File: config.mk
export PLATFORM = sky130hd
export DESIGN_NAME = osc_ctrl
export DESIGN_NICKNAME = d
export VERILOG_FILES = /design/src/osc_pkg.sv /design/src/osc_settle_if.sv /design/src/osc_ctrl.sv /design/src/osc_settle.sv
export VERILOG_INCLUDE_DIRS = /design/src
export SDC_FILE = /design/constraint.sdc
export NUM_CORES = 1
export LEC_CHECK = 0
export CAP_MARGIN = 10
export CORE_MARGIN = 1.5
export CORE_UTILIZATION = 40
export DETAILED_ROUTE_END_ITERATION = 8
export DONT_BUFFER_PORTS = 1
export PLACE_DENSITY = 0.61
export SYNTH_ARGS = -nofsm -noshare
export SYNTH_HDL_FRONTEND = slang
export SYNTH_SLANG_ARGS = --single-unit
File: constraint.sdc
create_clock -name aclk -period 2.6 [get_ports aclk]
set_input_delay 0.39 -clock aclk [delete_from_list [all_inputs] [get_ports aclk]]
set_output_delay 0.39 -clock aclk [all_outputs]
set_load 0.02 [all_outputs]
File: src/osc_defines.svh
// Purpose: offsets, field positions, reset values and timing counts
// Assumes: 32-bit AXI4-Lite register words
// Notes: included by bare name
`ifndef OSC_DEFINES_SVH
`define OSC_DEFINES_SVH
`define OSC_ADDR_SYS 4'h0
`define OSC_ADDR_RC 4'h4
`define OSC_ADDR_FXT 4'h8
`define OSC_ADDR_SXT 4'hc
`define OSC_SYS_RESET 8'h00
`define OSC_RC_RESET 8'h01
`define OSC_FXT_RESET 8'h00
`define OSC_SXT_RESET 8'h04
`define OSC_BIT_EN 0
`define OSC_BIT_STABLE 1
`define OSC_BIT_MODE 2
`define OSC_BIT_FAST_SEL 3
`define OSC_BIT_KEEP_HIGH 1
`define OSC_BIT_KEEP_LOW 0
`define OSC_RC_STABLE_NS 1000
`define OSC_FXT_STABLE_NS 4000
`define OSC_SXT_STABLE_NS 32000
`define OSC_CLK_NS 8
`define OSC_RC_STABLE_CYC ((`OSC_RC_STABLE_NS + `OSC_CLK_NS - 1) / `OSC_CLK_NS)
`define OSC_FXT_STABLE_CYC ((`OSC_FXT_STABLE_NS + `OSC_CLK_NS - 1) / `OSC_CLK_NS)
`define OSC_SXT_STABLE_CYC ((`OSC_SXT_STABLE_NS + `OSC_CLK_NS - 1) / `OSC_CLK_NS)
`define OSC_SWITCH_BASE_CYC 4
`define OSC_SWITCH_EXTRA_CYC 2
`define OSC_SWITCH_CYC (`OSC_SWITCH_BASE_CYC + `OSC_SWITCH_EXTRA_CYC)
`endif

File: src/osc_pkg.sv
// Purpose: shared types
// Assumes: nothing
// Notes: halt-time power modes
package osc_pkg;
  typedef enum logic [1:0] {
    OSC_SLEEP = 2'b00,
    OSC_IDLE0 = 2'b01,
    OSC_IDLE2 = 2'b10,
    OSC_IDLE1 = 2'b11
  } osc_halt_mode_t;
  typedef enum logic [0:0] {
    OSC_ST_WAIT = 1'b0,
    OSC_ST_STABLE = 1'b1
  } osc_settle_state_t;
endpackage

File: src/osc_settle_if.sv
// Purpose: carrier between the control top and a settle timer
// Assumes: one clock
// Notes: restart is a one-cycle pulse
`timescale 1ns/10ps
interface osc_settle_if;
  logic run;
  logic restart;
  logic stable;
  modport ctrl (output run, output restart, input stable);
  modport timer (input run, input restart, output stable);
endinterface

File: src/osc_ctrl.sv
// Purpose: oscillator enable, stability and halt-time keep control
// Assumes: AXI4-Lite slave, one write and one read at a time
// Notes: four 32-bit words, at most the low 4 bits used in each
//
// Summary of operation
// - high keep bit 1 keeps fast oscillator running while halted
// - low keep bit 1 keeps slow oscillator running while halted
// - clock switch completes within bounded cycles after source change
// - rc frequency field: 00 8MHz, 01 12MHz, 10 16MHz, 11 8MHz
// - delivered rc frequency changes only after rc stable goes high
// - rc enable rise or frequency change clears stable until settled
// - rc enable turns rc on, resets to 1
// - drive mode 0 low drive, 1 high drive above 10MHz
// - drive mode freely writable while crystal pins disabled
// - fast crystal enable rise clears stable until settled
// - fast crystal enable turns crystal on, resets to 0
// - slow crystal speed-up bit reads fixed 1
// - slow crystal enable rise clears stable until settled
// - slow crystal enable turns slow crystal on, resets to 0
// - unimplemented upper bits read as zero
// - halt mode from keep bits: sleep, idle0, idle2, idle1
//
// The address map and the AXI4-Lite register port were chosen for this implementation.
`timescale 1ns/10ps
`include "osc_defines.svh"
module osc_ctrl
  import osc_pkg::*;
(
  input wire logic aclk,
  input wire logic aresetn,
  input wire logic [3:0] s_axi_awaddr,
  input wire logic s_axi_awvalid,
  output logic s_axi_awready,
  input wire logic [31:0] s_axi_wdata,
  input wire logic [3:0] s_axi_wstrb,
  input wire logic s_axi_wvalid,
  output logic s_axi_wready,
  output logic [1:0] s_axi_bresp,
  output logic s_axi_bvalid,
  input wire logic s_axi_bready,
  input wire logic [3:0] s_axi_araddr,
  input wire logic s_axi_arvalid,
  output logic s_axi_arready,
  output logic [31:0] s_axi_rdata,
  output logic [1:0] s_axi_rresp,
  output logic s_axi_rvalid,
  input wire logic s_axi_rready,
  input wire logic cpu_halted,
  input wire logic crystal_pins_enabled,
  output logic internal_fast_rc_osc,
  output logic [1:0] internal_rc_freq_sel,
  output logic fast_crystal_osc,
  output logic crystal_drive_mode,
  output logic slow_crystal_osc,
  output logic slow_crystal_speedup,
  output logic [1:0] halt_mode,
  output logic clock_switch_busy
);
  // ********************************
  // register state
  // ********************************
  logic halt_high_osc_keep;
  logic halt_low_osc_keep;
  logic fast_source_sel;
  logic internal_rc_enable;
  logic fast_crystal_enable;
  logic slow_crystal_enable;
  logic [1:0] freq_req;
  logic [7:0] sys_rd;
  logic [7:0] rc_rd;
  logic [7:0] fxt_rd;
  logic [7:0] sxt_rd;
  logic [2:0] switch_count;
  logic aw_held;
  logic w_held;
  logic [3:0] aw_addr;
  logic [31:0] w_data;
  logic [3:0] w_strb;
  logic do_write;
  logic [7:0] wbyte;
  logic rc_restart;
  logic fxt_restart;
  logic sxt_restart;
  logic osc_run [3];
  logic [2:0] stable_vec;

  function automatic logic [1:0] osc_decode(input logic [3:0] addr);
    if (addr == `OSC_ADDR_SYS)
      osc_decode = 2'h0;
    else if (addr == `OSC_ADDR_RC)
      osc_decode = 2'h1;
    else if (addr == `OSC_ADDR_FXT)
      osc_decode = 2'h2;
    else
      osc_decode = 2'h3;
  endfunction

  // ********************************
  // axi write channel
  // ********************************
  assign s_axi_awready = !aw_held && !s_axi_bvalid;
  assign s_axi_wready = !w_held && !s_axi_bvalid;
  assign do_write = aw_held && w_held && !s_axi_bvalid;
  assign wbyte = w_strb[0] ? w_data[7:0] : 8'h00;

  always_ff @(posedge aclk)
  begin
    if (!aresetn)
    begin
      aw_held <= 1'b0;
      w_held <= 1'b0;
      aw_addr <= 4'h0;
      w_data <= 32'h00000000;
      w_strb <= 4'h0;
      s_axi_bvalid <= 1'b0;
    end
    else
    begin
      if (s_axi_awvalid && s_axi_awready)
      begin
        aw_held <= 1'b1;
        aw_addr <= s_axi_awaddr;
      end
      if (s_axi_wvalid && s_axi_wready)
      begin
        w_held <= 1'b1;
        w_data <= s_axi_wdata;
        w_strb <= s_axi_wstrb;
      end
      if (do_write)
      begin
        aw_held <= 1'b0;
        w_held <= 1'b0;
        s_axi_bvalid <= 1'b1;
      end
      else if (s_axi_bready)
        s_axi_bvalid <= 1'b0;
    end
  end
  assign s_axi_bresp = 2'b00;

  // ********************************
  // control bits
  // ********************************
  always_ff @(posedge aclk)
  begin
    if (!aresetn)
    begin
      halt_high_osc_keep <= 1'b0;
      halt_low_osc_keep <= 1'b0;
      fast_source_sel <= 1'b0;
      internal_rc_enable <= 1'b1;
      freq_req <= 2'b00;
      fast_crystal_enable <= 1'b0;
      crystal_drive_mode <= 1'b0;
      slow_crystal_enable <= 1'b0;
    end
    else if (do_write && w_strb[0])
    begin
      if (osc_decode(aw_addr) == 2'h0)
      begin
        halt_high_osc_keep <= wbyte[`OSC_BIT_KEEP_HIGH];
        halt_low_osc_keep <= wbyte[`OSC_BIT_KEEP_LOW];
        fast_source_sel <= wbyte[`OSC_BIT_FAST_SEL];
      end
      else if (osc_decode(aw_addr) == 2'h1)
      begin
        internal_rc_enable <= wbyte[`OSC_BIT_EN];
        freq_req <= wbyte[3:2];
      end
      else if (osc_decode(aw_addr) == 2'h2)
      begin
        fast_crystal_enable <= wbyte[`OSC_BIT_EN];
        // changes only when pins are off or the crystal is disabled
        if (!crystal_pins_enabled || !fast_crystal_enable)
          crystal_drive_mode <= wbyte[`OSC_BIT_MODE];
      end
      else
        slow_crystal_enable <= wbyte[`OSC_BIT_EN]; // stable and speed-up untouched
    end
  end

  // ********************************
  // settle timers
  // ********************************
  assign rc_restart = do_write && w_strb[0] && osc_decode(aw_addr) == 2'h1 &&
    ((wbyte[`OSC_BIT_EN] && !internal_rc_enable) || wbyte[3:2] != freq_req);
  assign fxt_restart = do_write && w_strb[0] && osc_decode(aw_addr) == 2'h2 &&
    wbyte[`OSC_BIT_EN] && !fast_crystal_enable;
  assign sxt_restart = do_write && w_strb[0] && osc_decode(aw_addr) == 2'h3 &&
    wbyte[`OSC_BIT_EN] && !slow_crystal_enable;

  // oscillator runs while enabled, and while halted only if kept
  assign internal_fast_rc_osc = internal_rc_enable &&
    (!cpu_halted || halt_high_osc_keep);
  assign fast_crystal_osc = fast_crystal_enable &&
    (!cpu_halted || halt_high_osc_keep);
  assign slow_crystal_osc = slow_crystal_enable &&
    (!cpu_halted || halt_low_osc_keep);
  assign slow_crystal_speedup = 1'b1;
  assign halt_mode = {halt_high_osc_keep, halt_low_osc_keep};
  assign osc_run[0] = internal_fast_rc_osc;
  assign osc_run[1] = fast_crystal_osc;
  assign osc_run[2] = slow_crystal_osc;

  genvar gi;
  generate
    for (gi = 0; gi < 3; gi++)
    begin : g_settle
      localparam int unsigned CYC = (gi == 0) ? `OSC_RC_STABLE_CYC :
        (gi == 1) ? `OSC_FXT_STABLE_CYC : `OSC_SXT_STABLE_CYC;
      osc_settle_if sif();
      assign sif.run = osc_run[gi];
      assign sif.restart = (gi == 0) ? rc_restart : (gi == 1) ? fxt_restart : sxt_restart;
      assign stable_vec[gi] = sif.stable;
      osc_settle #(.CYCLES(CYC)) u_settle (
        .aclk(aclk),
        .aresetn(aresetn),
        .sif(sif)
      );
    end
  endgenerate

  // frequency delivered follows request only once stable
  always_ff @(posedge aclk)
  begin
    if (!aresetn)
      internal_rc_freq_sel <= 2'b00;
    else if (stable_vec[0])
      internal_rc_freq_sel <= freq_req;
  end

  // ********************************
  // clock switch delay
  // ********************************
  always_ff @(posedge aclk)
  begin
    if (!aresetn)
      switch_count <= 3'h0;
    else if (do_write && w_strb[0] && osc_decode(aw_addr) == 2'h0 &&
      wbyte[`OSC_BIT_FAST_SEL] != fast_source_sel)
      switch_count <= 3'(`OSC_SWITCH_CYC);
    else if (switch_count != 3'h0)
      switch_count <= switch_count - 3'h1;
  end
  assign clock_switch_busy = (switch_count != 3'h0); // port only; no register reads it back, sys read bit 2 is tied to 0

  // ********************************
  // axi read channel
  // ********************************
  assign sys_rd = {4'h0, fast_source_sel, 1'b0, halt_high_osc_keep, halt_low_osc_keep};
  assign rc_rd = {4'h0, freq_req, stable_vec[0], internal_rc_enable};
  assign fxt_rd = {5'h00, crystal_drive_mode, stable_vec[1], fast_crystal_enable};
  assign sxt_rd = {5'h00, slow_crystal_speedup, stable_vec[2], slow_crystal_enable};
  assign s_axi_arready = !s_axi_rvalid;
  assign s_axi_rresp = 2'b00;

  always_ff @(posedge aclk)
  begin
    if (!aresetn)
    begin
      s_axi_rvalid <= 1'b0;
      s_axi_rdata <= 32'h00000000;
    end
    else if (s_axi_arvalid && s_axi_arready)
    begin
      s_axi_rvalid <= 1'b1;
      if (osc_decode(s_axi_araddr) == 2'h0)
        s_axi_rdata <= {24'h000000, sys_rd};
      else if (osc_decode(s_axi_araddr) == 2'h1)
        s_axi_rdata <= {24'h000000, rc_rd};
      else if (osc_decode(s_axi_araddr) == 2'h2)
        s_axi_rdata <= {24'h000000, fxt_rd};
      else
        s_axi_rdata <= {24'h000000, sxt_rd};
    end
    else if (s_axi_rready)
      s_axi_rvalid <= 1'b0;
  end
endmodule // osc_ctrl

File: src/osc_settle.sv
// Purpose: settle timer for one oscillator
// Assumes: count fits 16 bits
// Notes: stable falls on restart or when the oscillator stops
`timescale 1ns/10ps
module osc_settle
  import osc_pkg::*;
#(
  parameter int unsigned CYCLES = 16
)
(
  input wire logic aclk,
  input wire logic aresetn,
  osc_settle_if.timer sif
);
  osc_settle_state_t state;
  logic [15:0] count;

  always_ff @(posedge aclk)
  begin
    if (!aresetn || sif.restart || !sif.run)
    begin
      state <= OSC_ST_WAIT;
      count <= 16'h0000;
    end
    else
    begin
      case (state)
        OSC_ST_WAIT:
        begin
          count <= count + 16'h0001;
          if (count == 16'(CYCLES - 1))
            state <= OSC_ST_STABLE;
        end
        default: state <= OSC_ST_STABLE;
      endcase
    end
  end

  assign sif.stable = (state == OSC_ST_STABLE);
endmodule // osc_settle

Word-level counts from Yosys, hierarchy flattened:

Cells that the tools add are included.

* register bits after elaboration: 110
* bits of input ports: 53
* output and inout bits: 51
* logic and storage cells: 151

* add/subtract/negate cells: 4
* eq/ne operators: 16
* muxes and demuxes: 41
* bitwise gates (word level): 4
* reductions and logical operators: 61

Operators by type and width (number)
* adder 16 x 1 -> 16 bit, second input constant: 3
* two-way mux 2 bit: 23
* logical AND 1 bit: 22
* equality test 16 x 12 -> 1 bit, second input constant: 1
* equality test 16 x 7 -> 1 bit, second input constant: 1
* equality test 16 x 9 -> 1 bit, second input constant: 1
* logical NOT 1 bit: 13
* two-way mux 1 bit: 12
* two-way mux 4 bit: 3
* logical OR 1 bit: 10
* two-way mux 3 bit: 3
* equality test 2 bit, second input constant: 4
* equality test 4 x 3 -> 1 bit, second input constant: 2
* equality test 4 bit, second input constant: 2
* logical NOT 4 bit: 2
* AND reduction 4 bit: 2
* equality test 2 x 1 -> 1 bit, second input constant: 3
* logical NOT 2 bit: 3
* nonzero test 2 bit: 3
* AND reduction 5 bit: 1
* NOT 1 bit: 4
* OR reduction 2 bit: 2
* AND reduction 3 bit: 1
* nonzero test 3 bit: 1
* 4 further kinds: 4

Depth between registers and ports, before layout:

* depth in word-level cells: 19
* gate-level depth with buffers: 7
* gate-level depth less buffers: 7

Hierarchy:

A second synthesis with hierarchy kept.

* cell total of the unflattened synthesis: 489
* area, all modules: 4295.4 um^2

By module, submodules not included
* osc_ctrl: times used 1, cells each 211, area each 1775.5 um^2, sequential area each 620.6 um^2
* osc_settle (g_settle[0].u_settle): times used 1, cells each 96, area each 877.1 um^2, sequential area each 340.3 um^2
* osc_settle (g_settle[2].u_settle): times used 1, cells each 94, area each 864.6 um^2, sequential area each 340.3 um^2
* osc_settle (g_settle[1].u_settle): times used 1, cells each 88, area each 778.2 um^2, sequential area each 340.3 um^2

Worst setup path before layout:

OpenSTA, ideal clock, no wires.

* kind: register -> register
* start point: register aw_addr[0]
* end point: register crystal_drive_mode
* library setup time: 65 ps
* arrival: 1875 ps
* data required time: 2535 ps
* path slack: 660 ps
* cell stages (with the launch flop): 7
* buffers on the path: 0
* clock period less this slack: 1940 ps
* path through: dfxtp_1 -> or3_1 -> ha_1 -> nand2b_1 -> a2111oi_0 -> mux2_2 -> nor2_1

* longest elaborated chain between the ends: 10
* elaborated cells between the ends (all ways): 21
* classes of those cells: 4 x eq/ne; 12 x mux; 2 x bitwise; 3 x reduce/logical

Ends and longest elaborated chain
* start, declared: line osc_ctrl.sv:76 `logic [3:0] aw_addr;`
* start signal, assigned: line osc_ctrl.sv:122 `aw_addr <= s_axi_awaddr;`
* equality test 4 bit (no source line)
* two-way mux 1 bit: line osc_ctrl.sv:92 `` else if (addr == `OSC_ADDR_FXT) ``
* two-way mux 2 bit: line osc_ctrl.sv:90 `` else if (addr == `OSC_ADDR_RC) ``
* two-way mux 2 bit (*): line osc_ctrl.sv:88 `` if (addr == `OSC_ADDR_SYS) ``
* two-way mux 2 bit, on equally long branches: line osc_ctrl.sv:166, osc_ctrl.sv:160
* two-way mux 2 bit, on equally long branches: line osc_ctrl.sv:160, osc_ctrl.sv:158
* two-way mux 2 bit, on equally long branches: line osc_ctrl.sv:158, osc_ctrl.sv:147
* two-way mux 2 bit / equality test 2 x 1 -> 1 bit (equally long branches): line osc_ctrl.sv:147, osc_ctrl.sv:166
* equality test 2 bit / NOT 1 bit (equally long branches)
* AND reduction 5 bit (no source line) (*)
* end signal, assigned: line osc_ctrl.sv:176 `` crystal_drive_mode <= wbyte[`OSC_BIT_MODE]; ``
* end, declared: line osc_ctrl.sv:53 `output logic crystal_drive_mode,`

Mark *: on every way between the ends. The rest lies on a longest branch, timed or not. The select of a mux whose other input is x is not followed.
A chain may end at the register's enable or synchronous reset.

Final worst setup path:

Same ends and word-level chain as after synthesis.

==> impl_metrics.tcl <==
set metrics [dict create \
    outcome "finished clean" \
    required_ns 2.88 \
    holdCritStartpoint "aresetn" \
    path_delay_family "simple AND/OR/NAND/NOR gates" \
    design.core.area_um2 9819 \
    worstSetupStartpoint "aw_addr[0]$_SDFFE_PN0P_" \
    grt-ovfl-total 0 \
    grt_max_degree 28 \
    fin_nets 522 \
    rows 36 \
    die_y_um 104.0 \
    cp.buffers_inverters 0 \
    numPortBuffers 0 \
    cts_setup_buffers 0 \
    clk_latency_ns 0.36 \
    fp.dieW_um 104.0 \
    dieArea_um2 10810 \
    max_freq_mhz 479.3 \
    cp_cell_sequence "or3_1 > ha_1 > nand2b_1 > a2111oi_0 > mux2_2 > nor2_1" \
    synth-async-reset-ratio_pct 0 \
    viasPerCell 5.109 \
    numCtsBuffers 9 \
    dr.pass1.iters 4 \
    slew_violations 0 \
    antenna_left 0 \
    clkSinkCount 82 \
    clk_pin_slew_worst_paths_ns 0.08 \
    drive_gt1_share_pct 6.237 \
    start_kind "flop" \
    ctsHoldBuffers 0 \
    cp_num_cells 6 \
    vias 3055 \
    seq_area_frac_synth_pct 40.26 \
    htreeDepth 3 \
    ys.flop_type "dfxtp_1" \
    diodes 0 \
    dp_cells 582 \
    area_growth_syn_to_layout_pct 4.142 \
    initialDrtViolationCount 92 \
    arrival_ns 2.36 \
    ir_worst_vdd_mv 0.3992 \
    clk_path_buf_depth 2 \
    maxCapViolCount 0 \
    hold-path-cell-count 1 \
    timing.rr.start "aw_addr[0]$_SDFFE_PN0P_" \
    syn_inst 467 \
    cts_resized 0 \
    fin_worst_skew_ns 0.007936 \
    finalSetupViolations 0 \
    instances_no_fill 598 \
    avgSynthCellArea_um2 8.732 \
    hold_viol_final 0 \
    yosysWarnings 0 \
    slew_headroom_pct 52.04 \
    crit_fanout 5 \
    power_density_nw_per_um2 582.9 \
    r2r_cells 6 \
    worst_setup_path_end_kind "flop" \
    grt_pass1_wl_mm 13.27 \
    period_share_pct 80.24 \
    path_class "flop to flop" \
    wire_per_inst_um 13.12 \
    io_pins 104 \
    dp_hpwl_mm 5.639 \
    final_util_pct 43.25 \
    slowest_stage "or3_1" \
    cts-root-buf "clkbuf_8" \
    grt_pass1_vias 2886 \
    start_util_pct 41.53 \
    rsz0062_at_grt "no" \
    cts_tree "yes" \
    place.gp.congestion 0.7668 \
    antenna_found_initial 0 \
    setup_tns_ns 0 \
    power.leakage_nw 1.502 \
    synth_edf_count 0 \
    syn-cell-area_um2 4078 \
    drc 0 \
    fin_crit_ns 2.086 \
    routed_wl_mm 7.848 \
    worstMarginPinSlew_ns 0.7150 \
    slowest_delay_ns 0.39 \
    track_usage_pct 14.92 \
    ys_ff_latch 82 \
    hp-class "primary input to flop" \
    synth_cell_types 51 \
]
## where the power goes
part,leakage [nW],total (mW),switching (mW),internal (mW)
clock network,0.0986,0.953,0.458,0.495
logic,0.740,0.207,0.140,0.0666
registers,0.664,1.32,0.0349,1.28
total,1.50,2.48,0.633,1.84
## registers in the layout, summed over array words and instances, names as in the netlist, 2 cells and up
name / flops
g_settle.u_settle.count: 48
freq_req: 2
switch_count: 3
internal_rc_freq_sel: 2
s_axi_rdata: 4
g_settle.u_settle.sif.stable: 3
w_data: 4
aw_addr: 4
## final cells by class
| class | count | area (um^2) |
|---|---|---|
| fill | 1033 | 5573 |
| sequential | 82 | 1642 |
| timing repair buffer | 2 | 15.01 |
| multi-input combinational | 348 | 2155 |
| clock inverter | 4 | 50.05 |
| tap | 133 | 166.4 |
| clock buffer | 12 | 155.1 |
| inverter | 17 | 63.81 |
## through the flow
stage | instance area, um^2 | power [mW] | hold WS, ns | setup slack (ns)
2_1_floorplan | 4194 | 1.559 | 0.4429 | 0.6601
3_3_place_gp | 4041 | 1.548 | 0.4657 | 0.5721
3_5_place_dp | 4041 | 1.552 | 0.4657 | 0.5351
4_1_cts | 4247 | 2.500 | 0.09206 | 0.5143
5_1_grt | 4247 | 2.568 | 0.09972 | 0.3633
6_report | 4247 | 2.475 | 0.09910 | 0.5137
## cell usage after synthesis, types with 2 or more instances
| cell | n | area (um^2) |
|---|---|---|
| dfxtp_1 | 82 | 1642 |
| nor2_1 | 53 | 198.9 |
| buf_4 | 35 | 262.8 |
| nand2_1 | 26 | 97.59 |
| nor3_1 | 23 | 115.1 |
| a21oi_1 | 21 | 105.1 |
| xnor2_1 | 21 | 183.9 |
| nand3_1 | 20 | 100.1 |
| xor2_1 | 18 | 157.7 |
| mux2i_1 | 17 | 170.2 |
| inv_1 | 16 | 60.06 |
| clkbuf_1 | 11 | 41.29 |
| nand4_1 | 11 | 68.82 |
| o21ai_0 | 11 | 55.05 |
| ha_1 | 9 | 112.6 |
| nor2b_1 | 8 | 50.05 |
| nor4_1 | 8 | 50.05 |
| or3_1 | 8 | 50.05 |
| nand2b_1 | 7 | 43.79 |
| and3_1 | 4 | 25.02 |
| nor4b_1 | 4 | 35.03 |
| or4_1 | 4 | 30.03 |
| a211oi_1 | 3 | 22.52 |
| a31oi_1 | 3 | 18.77 |
| and2_1 | 3 | 18.77 |
| and4_1 | 3 | 26.28 |
| buf_2 | 3 | 15.01 |
| o31ai_1 | 3 | 22.52 |
| a21boi_0 | 2 | 15.01 |
| a22o_1 | 2 | 17.52 |
| a22oi_1 | 2 | 15.01 |
| a41oi_1 | 2 | 17.52 |
| and4b_1 | 2 | 20.02 |
| conb_1 | 2 | 7.510 |
| mux2_2 | 2 | 22.52 |
| nand4b_1 | 2 | 17.52 |
| or2_2 | 2 | 12.51 |
## layout by cell type, fill, tap and decap left out, drive strengths merged, types with 9 or more instances in the layout
master  synthesis  layout
nand2          26      26
nand4          12      12
nor3           23      23
a21oi          22      22
nand3          20      20
ha              9       9
mux2i          17      17
clkbuf         11      12
conb            2      33
nor2           53      53
o21ai          11      11
xnor2          21      21
xor2           18      18
inv            16      16
dfxtp          82      82
## layer usage
metal  vias to the layer above  wire (um)  track usage [%]  part of all wire (%)
met2                        66       3697            24.74                    47
met1                      1454       3590            18.24                    46
li1                       1526          -                -                     -
met5                         -          0                0                     0
met4                         0        105            7.044                   1.3
met3                         9        454            3.509                   5.8
## logic make-up (layout without fill, tap and decap cells)
family / Yosys count / in the layout / synth area share, %
AOI/OAI and AO/OA: 53 / 53 / 8.070
buffers and inverters: 68 / 35 / 9.757
adders and majority gates: 9 / 9 / 2.762
other: 2 / 33 / 0.1842
muxes: 19 / 19 / 4.725
DFF: 82 / 82 / 40.26
xor gates and xnor gates: 39 / 39 / 8.377
and+or+nand+nor: 195 / 195 / 25.87
## final timing paths
path | to | slack (ns)
max | crystal_drive_mode$_SDFFE_PN0P_ | 0.51
min | internal_rc_enable$_SDFFE_PN1P_ | 0.1
max reg2reg | crystal_drive_mode$_SDFFE_PN0P_ | 0.51
min reg2reg | halt_high_osc_keep$_SDFFE_PN0P_ | 0.47
Power figures use the tool's default switching activity.
